`src/irt_pkg.sv`:
```
// Purpose: Shared constants and types for the ingress rate table access block.
// Assumes: 32-bit Avalon-MM register bus, one register per aligned word.
// Notes:   Register indices are kept as printed; byte address is four times the index.
package irt_pkg;

  // ----------------------------------------------------------------
  // Bus and data widths
  // ----------------------------------------------------------------
  localparam int unsigned ADDR_W = 16;
  localparam int unsigned DATA_W = 32;
  localparam int unsigned BE_W = 4;
  localparam int unsigned ENTRY_W = 16;
  localparam int unsigned CMD_W = 8;

  // ----------------------------------------------------------------
  // Register indices and byte addresses
  // ----------------------------------------------------------------
  localparam logic [ADDR_W-1:0] IDX_CFG = 16'h184a;
  localparam logic [ADDR_W-1:0] IDX_CMD = 16'h184b;
  localparam logic [ADDR_W-1:0] IDX_STS = 16'h184c;
  localparam logic [ADDR_W-1:0] IDX_WDATA = 16'h184d;
  localparam logic [ADDR_W-1:0] IDX_RDATA = 16'h184e;
  localparam logic [ADDR_W-1:0] ADR_CFG = {IDX_CFG[ADDR_W-3:0], 2'b00};
  localparam logic [ADDR_W-1:0] ADR_CMD = {IDX_CMD[ADDR_W-3:0], 2'b00};
  localparam logic [ADDR_W-1:0] ADR_STS = {IDX_STS[ADDR_W-3:0], 2'b00};
  localparam logic [ADDR_W-1:0] ADR_WDATA = {IDX_WDATA[ADDR_W-3:0], 2'b00};
  localparam logic [ADDR_W-1:0] ADR_RDATA = {IDX_RDATA[ADDR_W-3:0], 2'b00};

  // ----------------------------------------------------------------
  // Field positions
  // ----------------------------------------------------------------
  localparam int unsigned CMD_RNW_BIT = 7;
  localparam int unsigned CMD_TYPE_HI = 6;
  localparam int unsigned CMD_TYPE_LO = 5;
  localparam int unsigned CMD_IDX_HI = 4;
  localparam int unsigned CMD_IDX_LO = 0;
  localparam int unsigned CFG_EN_BIT = 0;
  localparam int unsigned CFG_MODE_HI = 2;
  localparam int unsigned CFG_MODE_LO = 1;
  localparam int unsigned STS_PEND_BIT = 0;

  // ----------------------------------------------------------------
  // Table types and metering modes
  // ----------------------------------------------------------------
  localparam logic [1:0] TBL_RSVD = 2'h0;
  localparam logic [1:0] TBL_CIR = 2'h1;
  localparam logic [1:0] TBL_CBS = 2'h2;
  localparam logic [1:0] TBL_EBS = 2'h3;
  localparam logic [1:0] MODE_PORT_PRIO = 2'h0;
  localparam logic [1:0] MODE_PORT = 2'h1;
  localparam logic [1:0] MODE_PRIO = 2'h2;

  // ----------------------------------------------------------------
  // Table geometry, reset values, timing
  // ----------------------------------------------------------------
  localparam int unsigned CIR_COUNT = 24;
  localparam int unsigned CIR_IDX_W = 5;
  localparam int unsigned PORT_COUNT = 3;
  localparam int unsigned PRIO_PER_PORT = 8;
  localparam logic [ENTRY_W-1:0] RST_BURST = 16'h0600;
  localparam logic [ENTRY_W-1:0] RST_CIR = 16'h0014;
  localparam logic [ENTRY_W-1:0] RST_DATA = 16'h0000;
  localparam logic [CMD_W-1:0] RST_CMD = 8'h00;
  localparam int unsigned BYTE_TIME_W = 22;
  localparam logic [BYTE_TIME_W-1:0] BYTE_TIME_UNIT_NS = 22'h000014;
  localparam logic [BYTE_TIME_W-1:0] BYTE_TIME_OFFSET = 22'h000001;

  typedef enum logic [1:0] {ST_IDLE, ST_ACCESS, ST_FINISH} irt_state_type;

endpackage

```
`src/irt_table.sv`:
```
// Purpose: Storage for the committed-rate entries and the two burst sizes.
// Assumes: One access port from the command engine, one lookup port for metering.
// Notes:   Read data and lookup data are registered, one cycle after the request.
`timescale 1ns/100ps
module irt_table import irt_pkg::*; #(
  parameter int unsigned ENTRIES = CIR_COUNT,
  parameter int unsigned IW = CIR_IDX_W,
  parameter int unsigned W = ENTRY_W
) (
  // Clock and reset
  input wire logic mclk_i,
  input wire logic reset_i,
  // Command engine access
  input wire logic acc_we_i,
  input wire logic [1:0] acc_sel_i,
  input wire logic [IW-1:0] acc_idx_i,
  input wire logic [W-1:0] acc_wdata_i,
  output logic [W-1:0] acc_rdata_o,
  // Metering lookup
  input wire logic [IW-1:0] look_idx_i,
  input wire logic look_valid_i,
  output logic [W-1:0] look_rate_o,
  // Burst sizes
  output logic [W-1:0] cbs_o,
  output logic [W-1:0] ebs_o
);

  logic [W-1:0] committed_rate_entry [ENTRIES];
  logic [W-1:0] cir_rd;
  logic [W-1:0] look_rd;
  logic [W-1:0] next_rdata;
  logic acc_in_range;
  logic look_in_range;

  // ----------------------------------------------------------------
  // Entries
  // ----------------------------------------------------------------
  // Out-of-range indices touch nothing and read as zero
  assign acc_in_range = 32'(acc_idx_i) < ENTRIES;
  assign look_in_range = look_valid_i && (32'(look_idx_i) < ENTRIES);

  genvar gi;
  generate
    for (gi = 0; gi < ENTRIES; gi++) begin : g_cir
      always_ff @(posedge mclk_i) begin
        if (reset_i) begin
          committed_rate_entry[gi] <= RST_CIR;
        end else if (acc_we_i && acc_sel_i == TBL_CIR && 32'(acc_idx_i) == gi) begin
          committed_rate_entry[gi] <= acc_wdata_i;
        end
      end
    end
  endgenerate

  always_ff @(posedge mclk_i) begin
    if (reset_i) begin
      cbs_o <= RST_BURST;
      ebs_o <= RST_BURST;
    end else if (acc_we_i && acc_sel_i == TBL_CBS) begin
      cbs_o <= acc_wdata_i;
    end else if (acc_we_i && acc_sel_i == TBL_EBS) begin
      ebs_o <= acc_wdata_i;
    end
  end

  // ----------------------------------------------------------------
  // Read paths
  // ----------------------------------------------------------------
  assign cir_rd = acc_in_range ? committed_rate_entry[acc_idx_i] : RST_DATA;
  assign look_rd = look_in_range ? committed_rate_entry[look_idx_i] : RST_DATA;
  // Reserved type reads as zero
  assign next_rdata = (acc_sel_i == TBL_CIR) ? cir_rd :
                      (acc_sel_i == TBL_CBS) ? cbs_o :
                      (acc_sel_i == TBL_EBS) ? ebs_o : RST_DATA;

  always_ff @(posedge mclk_i) begin
    if (reset_i) begin
      acc_rdata_o <= RST_DATA;
      look_rate_o <= RST_DATA;
    end else begin
      acc_rdata_o <= next_rdata;
      look_rate_o <= look_rd;
    end
  end

endmodule

```
`src/irt_access.sv`:
```
// Purpose: Indirect command port and metering parameter table for ingress rate control.
// Assumes: Avalon-MM slave with waitrequest; meter inputs come from the same clock.
// Notes:   Each bus access takes two cycles; a table command stays pending two cycles.
`timescale 1ns/100ps

// What this block does
// - every command register write with byte lane 0 enabled launches one table access with its fields.
// - command bit 7 is direction, one reads, zero writes, resets zero.
// - command bits 6:5 pick rate table, committed burst, excess burst; 00 reserved.
// - command bits 4:0 index one of 24 committed-rate entries, reset zero.
// - port-and-priority mode maps port times eight plus priority to index.
// - port-only mode uses indices zero to two for ports zero to two.
// - priority-only mode uses the priority number as index, up to 23.
// - excess burst size in bytes resets to 0600h, drop beyond it.
// - committed burst size in bytes resets to 0600h, random discard beyond.
// - buckets start at default; smaller size limits only once drained to it.
// - rate entry means (value plus one) times 20 ns per byte; resets 0014h.
// - all table entries are sixteen bits, reached only by indirect commands.
// - status bit 0 pending is high while a command runs, resets zero.
// - config bits 2:1 pick port-and-priority, port-only, priority-only, reserved.
// - write staging bits 15:0 give the value a write command stores.
// - read staging bits 15:0 show the value the last read command fetched.
module irt_access import irt_pkg::*; #(
  parameter int unsigned ENTRIES = CIR_COUNT
) (
  // Clock and reset
  input wire logic mclk_i,
  input wire logic reset_i,
  // Avalon-MM slave
  input wire logic [ADDR_W-1:0] avs_address_i,
  input wire logic avs_read_i,
  input wire logic avs_write_i,
  input wire logic [DATA_W-1:0] avs_writedata_i,
  input wire logic [BE_W-1:0] avs_byteenable_i,
  output logic [DATA_W-1:0] avs_readdata_o,
  output logic avs_waitrequest_o,
  // Metering lookup
  input wire logic [1:0] meter_port_i,
  input wire logic [CIR_IDX_W-1:0] meter_prio_i,
  output logic [ENTRY_W-1:0] meter_rate_o,
  output logic [BYTE_TIME_W-1:0] meter_byte_time_ns_o,
  output logic meter_index_valid_o,
  output logic meter_enable_o,
  output logic [1:0] meter_mode_o,
  // Burst sizes and bucket ceilings
  input wire logic [ENTRY_W-1:0] committed_level_i,
  input wire logic [ENTRY_W-1:0] excess_level_i,
  output logic [ENTRY_W-1:0] committed_burst_o,
  output logic [ENTRY_W-1:0] excess_burst_o,
  output logic [ENTRY_W-1:0] committed_limit_o,
  output logic [ENTRY_W-1:0] excess_limit_o
);

  // ----------------------------------------------------------------
  // Functions
  // ----------------------------------------------------------------
  // Byte-lane merge for the low sixteen bits of a register
  function automatic logic [ENTRY_W-1:0] merge16(input logic [ENTRY_W-1:0] old_v,
                                                 input logic [DATA_W-1:0] new_v,
                                                 input logic [BE_W-1:0] be);
    logic [ENTRY_W-1:0] r;
    r = old_v;
    if (be[0]) begin
      r[7:0] = new_v[7:0];
    end
    if (be[1]) begin
      r[15:8] = new_v[15:8];
    end
    return r;
  endfunction

  // Maps a port and priority to a committed-rate index under a metering mode
  function automatic logic [CIR_IDX_W:0] map_index(input logic [1:0] mode,
                                                   input logic [1:0] port,
                                                   input logic [CIR_IDX_W-1:0] prio);
    logic [CIR_IDX_W:0] r;
    logic [CIR_IDX_W-1:0] base;
    r = '0;
    base = CIR_IDX_W'(32'(port) * PRIO_PER_PORT);
    if (mode == MODE_PORT_PRIO) begin
      r[CIR_IDX_W] = (32'(port) < PORT_COUNT) && (32'(prio) < PRIO_PER_PORT);
      r[CIR_IDX_W-1:0] = base + prio;
    end else if (mode == MODE_PORT) begin
      r[CIR_IDX_W] = 32'(port) < PORT_COUNT;
      r[CIR_IDX_W-1:0] = CIR_IDX_W'(port);
    end else if (mode == MODE_PRIO) begin
      r[CIR_IDX_W] = 32'(prio) < ENTRIES;
      r[CIR_IDX_W-1:0] = prio;
    end
    return r;
  endfunction

  // ----------------------------------------------------------------
  // Declarations
  // ----------------------------------------------------------------
  logic meter_en;
  logic [1:0] meter_mode;
  logic [CMD_W-1:0] cmd;
  logic [ENTRY_W-1:0] wr_staging;
  logic [ENTRY_W-1:0] rd_staging;
  logic pending;
  irt_state_type state;
  irt_state_type next_state;

  logic hit_cfg;
  logic hit_cmd;
  logic hit_sts;
  logic hit_wdata;
  logic hit_rdata;
  logic accept;
  logic wr_commit;
  logic launch;
  logic [DATA_W-1:0] next_readdata;
  logic [ENTRY_W-1:0] next_cfg;
  logic [ENTRY_W-1:0] next_cmd;
  logic [ENTRY_W-1:0] next_wdata;

  logic cmd_rnw;
  logic [1:0] cmd_type;
  logic [CIR_IDX_W-1:0] cmd_idx;
  logic table_we;
  logic [ENTRY_W-1:0] table_rdata;
  logic [CIR_IDX_W:0] look_map;
  logic [ENTRY_W-1:0] look_rate;
  logic [ENTRY_W-1:0] cbs;
  logic [ENTRY_W-1:0] ebs;
  logic look_valid_q;
  logic [BYTE_TIME_W-1:0] next_byte_time;

  // ----------------------------------------------------------------
  // Address decode
  // ----------------------------------------------------------------
  assign hit_cfg = avs_address_i == ADR_CFG;
  assign hit_cmd = avs_address_i == ADR_CMD;
  assign hit_sts = avs_address_i == ADR_STS;
  assign hit_wdata = avs_address_i == ADR_WDATA;
  assign hit_rdata = avs_address_i == ADR_RDATA;

  // A request is accepted while waitrequest is high, and completes in the next cycle
  // with waitrequest low; that fixed two-cycle answer keeps the slave free of stalls.
  assign accept = (avs_read_i || avs_write_i) && avs_waitrequest_o;
  assign wr_commit = avs_write_i && !avs_waitrequest_o;
  assign launch = wr_commit && hit_cmd && avs_byteenable_i[0];

  // ----------------------------------------------------------------
  // Read data selection
  // ----------------------------------------------------------------
  // Unmapped addresses and reserved bits read as zero
  always_comb begin
    next_readdata = '0;
    if (hit_cfg) begin
      next_readdata[CFG_EN_BIT] = meter_en;
      next_readdata[CFG_MODE_HI:CFG_MODE_LO] = meter_mode;
    end else if (hit_cmd) begin
      next_readdata[CMD_W-1:0] = cmd;
    end else if (hit_sts) begin
      next_readdata[STS_PEND_BIT] = pending;
    end else if (hit_wdata) begin
      next_readdata[ENTRY_W-1:0] = wr_staging;
    end else if (hit_rdata) begin
      next_readdata[ENTRY_W-1:0] = rd_staging;
    end
  end

  // ----------------------------------------------------------------
  // Bus handshake
  // ----------------------------------------------------------------
  always_ff @(posedge mclk_i) begin
    if (reset_i) begin
      avs_waitrequest_o <= 1'b1;
      avs_readdata_o <= '0;
    end else begin
      avs_waitrequest_o <= !accept;
      if (accept) begin
        avs_readdata_o <= next_readdata;
      end
    end
  end

  // ----------------------------------------------------------------
  // Software registers
  // ----------------------------------------------------------------
  assign next_cfg = merge16({13'h0000, meter_mode, meter_en}, avs_writedata_i, avs_byteenable_i);
  assign next_cmd = merge16({8'h00, cmd}, avs_writedata_i, avs_byteenable_i);
  assign next_wdata = merge16(wr_staging, avs_writedata_i, avs_byteenable_i);

  always_ff @(posedge mclk_i) begin
    if (reset_i) begin
      meter_en <= 1'b0;
      meter_mode <= MODE_PORT_PRIO;
      cmd <= RST_CMD;
      wr_staging <= RST_DATA;
    end else if (wr_commit) begin
      if (hit_cfg) begin
        meter_en <= next_cfg[CFG_EN_BIT];
        meter_mode <= next_cfg[CFG_MODE_HI:CFG_MODE_LO];
      end
      if (hit_cmd) begin
        cmd <= next_cmd[CMD_W-1:0];
      end
      if (hit_wdata) begin
        wr_staging <= next_wdata;
      end
    end
  end

  // ----------------------------------------------------------------
  // Command fields
  // ----------------------------------------------------------------
  assign cmd_rnw = cmd[CMD_RNW_BIT];
  assign cmd_type = cmd[CMD_TYPE_HI:CMD_TYPE_LO];
  assign cmd_idx = cmd[CMD_IDX_HI:CMD_IDX_LO];

  // Reserved type never raises the write strobe
  assign table_we = (state == ST_ACCESS) && !cmd_rnw && (cmd_type != TBL_RSVD);

  // ----------------------------------------------------------------
  // Command engine
  // ----------------------------------------------------------------
  // A new command restarts the engine even mid-run; the later command wins.
  always_comb begin
    next_state = state;
    case (state)
      ST_IDLE: begin
        next_state = ST_IDLE;
      end
      ST_ACCESS: begin
        next_state = ST_FINISH;
      end
      ST_FINISH: begin
        next_state = ST_IDLE;
      end
      default: begin
        next_state = ST_IDLE;
      end
    endcase
    if (launch) begin
      next_state = ST_ACCESS;
    end
  end

  always_ff @(posedge mclk_i) begin
    if (reset_i) begin
      state <= ST_IDLE;
    end else begin
      state <= next_state;
    end
  end

  // Set by a launch wins over the clear at completion
  always_ff @(posedge mclk_i) begin
    if (reset_i) begin
      pending <= 1'b0;
    end else if (launch) begin
      pending <= 1'b1;
    end else if (state == ST_FINISH) begin
      pending <= 1'b0;
    end
  end

  always_ff @(posedge mclk_i) begin
    if (reset_i) begin
      rd_staging <= RST_DATA;
    end else if (state == ST_FINISH && cmd_rnw) begin
      rd_staging <= table_rdata;
    end
  end

  // ----------------------------------------------------------------
  // Table storage
  // ----------------------------------------------------------------
  // Entries are written only through the access port below; the lookup port reads them
  irt_table #(
    .ENTRIES(ENTRIES),
    .IW(CIR_IDX_W),
    .W(ENTRY_W)
  ) u_table (
    .mclk_i(mclk_i),
    .reset_i(reset_i),
    .acc_we_i(table_we),
    .acc_sel_i(cmd_type),
    .acc_idx_i(cmd_idx),
    .acc_wdata_i(wr_staging),
    .acc_rdata_o(table_rdata),
    .look_idx_i(look_map[CIR_IDX_W-1:0]),
    .look_valid_i(look_map[CIR_IDX_W]),
    .look_rate_o(look_rate),
    .cbs_o(cbs),
    .ebs_o(ebs)
  );

  // ----------------------------------------------------------------
  // Metering lookup
  // ----------------------------------------------------------------
  // Reserved mode maps nothing, so the rate reads zero and valid stays low
  assign look_map = map_index(meter_mode, meter_port_i, meter_prio_i);
  assign next_byte_time = ({6'h00, look_rate} + BYTE_TIME_OFFSET) * BYTE_TIME_UNIT_NS;

  always_ff @(posedge mclk_i) begin
    if (reset_i) begin
      look_valid_q <= 1'b0;
      meter_index_valid_o <= 1'b0;
      meter_rate_o <= RST_DATA;
      meter_byte_time_ns_o <= '0;
      meter_enable_o <= 1'b0;
      meter_mode_o <= MODE_PORT_PRIO;
    end else begin
      look_valid_q <= look_map[CIR_IDX_W];
      meter_index_valid_o <= look_valid_q;
      meter_rate_o <= look_rate;
      meter_byte_time_ns_o <= next_byte_time;
      meter_enable_o <= meter_en;
      meter_mode_o <= meter_mode;
    end
  end

  // ----------------------------------------------------------------
  // Burst sizes and bucket ceilings
  // ----------------------------------------------------------------
  // A lowered size only takes hold once the bucket level has drained to it;
  // a raised size takes hold at once since the level is then below it.
  always_ff @(posedge mclk_i) begin
    if (reset_i) begin
      committed_burst_o <= RST_BURST;
      excess_burst_o <= RST_BURST;
      committed_limit_o <= RST_BURST;
      excess_limit_o <= RST_BURST;
    end else begin
      committed_burst_o <= cbs;
      excess_burst_o <= ebs;
      if (committed_level_i <= cbs) begin
        committed_limit_o <= cbs;
      end
      if (excess_level_i <= ebs) begin
        excess_limit_o <= ebs;
      end
    end
  end

endmodule

```
`config.mk`:
```
export PLATFORM = sky130hd
export DESIGN_NAME = irt_access
export DESIGN_NICKNAME = d
export VERILOG_FILES = /design/src/irt_pkg.sv /design/src/irt_table.sv /design/src/irt_access.sv
export SDC_FILE = /design/constraint.sdc
export NUM_CORES = 1
export LEC_CHECK = 0
export BUFFER_PORTS_ARGS = -buffer_cell sky130_fd_sc_hd__buf_2
export CORE_ASPECT_RATIO = 1.75
export CORE_MARGIN = 2
export CORE_UTILIZATION = 39
export CTS_CLUSTER_DIAMETER = 120
export DETAILED_ROUTE_END_ITERATION = 8
export PLACE_DENSITY = 0.67
export SETUP_SLACK_MARGIN = 0.02
export SLEW_MARGIN = 30
export SYNTH_ARGS = -nofsm -noshare
export SYNTH_HDL_FRONTEND = slang
export SYNTH_HIERARCHICAL = 1
export SYNTH_SLANG_ARGS = --single-unit
```
`constraint.sdc`:
```
create_clock -name mclk_i -period 5.2 [get_ports mclk_i]
set_input_delay 0 -clock mclk_i [delete_from_list [all_inputs] [get_ports mclk_i]]
set_output_delay 0 -clock mclk_i [all_outputs]
set_load 0.05 [all_outputs]
```
==> impl_metrics.py <==
metrics = {
    "outcome": {
        "status": "completed",
    },
    "critical_path": {
        "slowest_delay_ns": 0.90,
        "worstPathArrival_ns": 4.34,
        "worstPathRequired_ns": 5.66,
        "worstSetupPathType": "reg -> reg",
        "r2r-start": "meter_mode[0]$_SDFFE_PP0P_",
        "cp_num_buf_inv": 1,
        "cpLargestDelayFamily": "simple AND/OR/NAND/NOR gates",
        "worstSetupStartpointType": "register",
        "cp-end-kind": "register",
        "crit_slowest_cell": "nor2_1",
        "crit_path_max_fanout": 11,
        "cp_cell_sequence": "a21oi_1, dlygate4sd3_1, nand2_1, o21ai_0, or4b_1, nor2_1, a22oi_1, o211ai_1",
        "reg2reg_to": "u_table/look_rate_o[0]$_SDFF_PP0_",
        "ff2ff_path_depth": 8,
        "worst-r2r-setup-slack_ns": 1.32,
    },
    "timing": {
        "max_freq_mhz": 257.9,
        "final.period_utilization_pct": 74.57,
        "maxSlewHeadroom_pct": 31.31,
        "slew_viol_final": 0,
        "rsz0062_at_grt": "no",
        "fin_crit_ns": 3.878,
        "hold_violations": 0,
        "worst_slew_pin_slew_ns": 1.027,
        "setup_viol": 0,
        "finalSetupTns_ns": 0,
        "finClkSkew_ns": 0.01134,
    },
    "floorplanning": {
        "core_um2": 78450,
        "die-area_um2": 81480,
        "start_util_pct": 39.34,
        "ios": 234,
        "die_x_um": 216.6,
        "die_h_um": 376.1,
        "rows": 136,
    },
    "global_route": {
        "grt_overflow_total": 0,
        "grt_pass1_vias": 22500,
        "antenna_found_initial": 0,
        "track_usage_pct": 23.44,
        "grt_max_degree": 88,
        "grt_pass1_wl_um": 141800,
        "grt-busiest-layer": "met2",
        "grt.met2_usage_pct": 43.96,
        "met1_usage_pct": 22.06,
        "grt_use_met3_pct": 3.333,
    },
    "placement": {
        "dp_hpwl_um": 72020,
        "placed_cell_area_um2": 32980,
        "port_buffers": 197,
        "gp_congestion": 0.9213,
    },
    "min_path": {
        "min_path_type": "in -> reg",
        "min_path_cells": 4,
        "worst_hold_path.endpoint": "wr_staging[9]$_SDFFE_PP0P_",
        "hold_start": "avs_writedata_i[9]",
    },
    "clock_tree": {
        "clk_latency_ns": 0.62,
        "postCtsHoldBufs": 31,
        "clkSinkCount": 616,
        "cts_resized": 0,
        "clockBufferDepth": 3,
        "cts-root-buf": "clkbuf_16",
        "clk_pin_slew_ns": 0.07,
        "cts_made_buffers": 51,
        "htreeDepth": 2,
        "cts_tree": "done",
        "cts_setup_buffers": 0,
    },
    "routing": {
        "drc": 0,
        "firstDrtPassIters": 6,
        "ant_nets": 0,
        "wirelength_um": 96800,
        "wire_per_inst_um": 25.76,
        "drt_iter0_drc": 2000,
        "avgViaCountPerCell": 5.740,
        "vias": 21570,
    },
    "yosys": {
        "syn_area_um2": 30860,
        "synth_seq_cells": 616,
        "yosysMostFrequentCell": "edfxtp_1",
        "synth_edf_count": 384,
        "synth_commonest_cells": "edfxtp_1 (384), and2_1 (343), dfxtp_1 (232), nand2_1 (161), mux2i_1 (152)",
        "synth_cell_types": 81,
        "synthArstFlopShare_pct": 0,
        "synth_top_area_share_pct": 37.37,
        "syn_avg_cell_area_um2": 12.31,
        "yosys-top-cells-area": "edfxtp_1 (37%), dfxtp_1 (15%), mux4_2 (11%)",
        "seq_area_frac_synth_pct": 52.42,
        "yosysWarnings": 6,
        "synth_ff_type": "edfxtp_1",
        "syn_inst": 2507,
        "yosysTopAreaCell": "edfxtp_1",
    },
    "run": {
        "cap_violations": 0,
    },
    "power_and_ir_drop": {
        "leakage_nw": 12.63,
        "ir_drop_mv": 0.2544,
        "power_density_nw_per_um2": 290.9,
    },
    "layout": {
        "final_area_um2": 35000,
        "drive_above_1_share_pct": 22.45,
        "areaGrowthSynthToFinish_pct": 13.42,
        "final_util_pct": 44.62,
        "finish.net_count": 2840,
    },
}
-- stage by stage --
stage	hold slack [ns]	setup WS, ns	total power, mW	cells
after CTS	0.1613	1.409	10.21	3756
after global placement	0.2364	1.454	6.228	3627
after detailed placement	0.2496	1.434	6.257	3631
after floorplan	0.1405	1.920	5.992	2524
after global routing	0.1926	0.9723	10.43	3756
final	0.1615	1.322	10.18	3757
-- metal layers --
layer / vias up / wire (um)
met5: - / 0
met3: 426 / 6030
met1: 10580 / 30100
met2: 1122 / 51390
met4: 0 / 9270
li1: 9434 / -
-- state kept, by name (all words and copies together) (netlist names), 8 cells and up --
name / cells
committed_burst_o: 16
cmd: 8
u_table/cbs_o: 16
u_table/committed_rate_entry: 384
meter_byte_time_ns_o: 20
u_table/look_rate_o: 16
meter_rate_o: 16
wr_staging: 16
rd_staging: 16
excess_limit_o: 16
u_table/acc_rdata_o: 16
excess_burst_o: 16
avs_readdata_o: 16
committed_limit_o: 16
u_table/ebs_o: 16
-- cells in the final DEF (no fill, tap or decap), drive strengths merged, types with 56 or more instances in the layout --
cell type  Yosys  routed
edfxtp       384     384
a21oi         99      99
clkbuf       114      75
nor2          98      98
mux4         148     148
nand2        163     163
nor2b         65      65
mux2i        152     152
and2         343     343
buf           92     277
ha            64      64
inv           55      56
a22oi         57      57
dfxtp        232     232
-- how the worst max path moves through the flow --
stage	from	to	slack, ns	cells after the start
after detailed placement	u_table/look_rate_o[2]$_SDFF_PP0_	meter_byte_time_ns_o[19]$_SDFF_PP0_	1.43	13
after global routing	u_table/look_rate_o[0]$_SDFF_PP0_	meter_byte_time_ns_o[19]$_SDFF_PP0_	0.97	12
after global placement	u_table/look_rate_o[0]$_SDFF_PP0_	meter_byte_time_ns_o[19]$_SDFF_PP0_	1.45	12
after CTS	u_table/look_rate_o[0]$_SDFF_PP0_	meter_byte_time_ns_o[19]$_SDFF_PP0_	1.41	12
after floorplan	cmd[6]$_SDFFE_PP0P_	u_table/committed_rate_entry[0][0]$_SDFFCE_PN0P_	1.92	6
final	meter_mode[0]$_SDFFE_PP0P_	u_table/look_rate_o[0]$_SDFF_PP0_	1.32	8
-- layout make-up --
cell class / instances / area, um2
multi-input cells: 1646 / 13640
inverters: 56 / 210.2
repair buffers: 309 / 1958
fillers: 7111 / 43450
clock inverters: 20 / 181.4
flip-flops and latches: 616 / 16200
well taps: 1035 / 1295
clock buffers: 74 / 1519
diodes: 1 / 2.502
-- report_power, final --
group	internal, mW	switching (mW)
combinational	0.292	0.451
sequential	5.33	0.0977
clock	2.18	1.82
-- worst reg2reg max path: cells and delay by family (launching register included) --
kind | cells | cell delay (ns)
compound gates | 4 | 0.89
flops | 1 | 0.51
buf+inv | 1 | 0.57
simple gates | 3 | 1.74
-- logic make-up after synthesis --
kind of cell / share of synthesized area (%)
AND/OR/NAND/NOR: 16.14
flip-flops: 52.42
multiplexers: 17.57
AO/OA/AOI/OAI: 6.520
buffers and inverters: 3.998
adder cells (fa/ha/maj): 2.660
XOR/XNOR: 0.6812
other: 0.01215
Note: power is estimated with default switching activity, not from simulation.
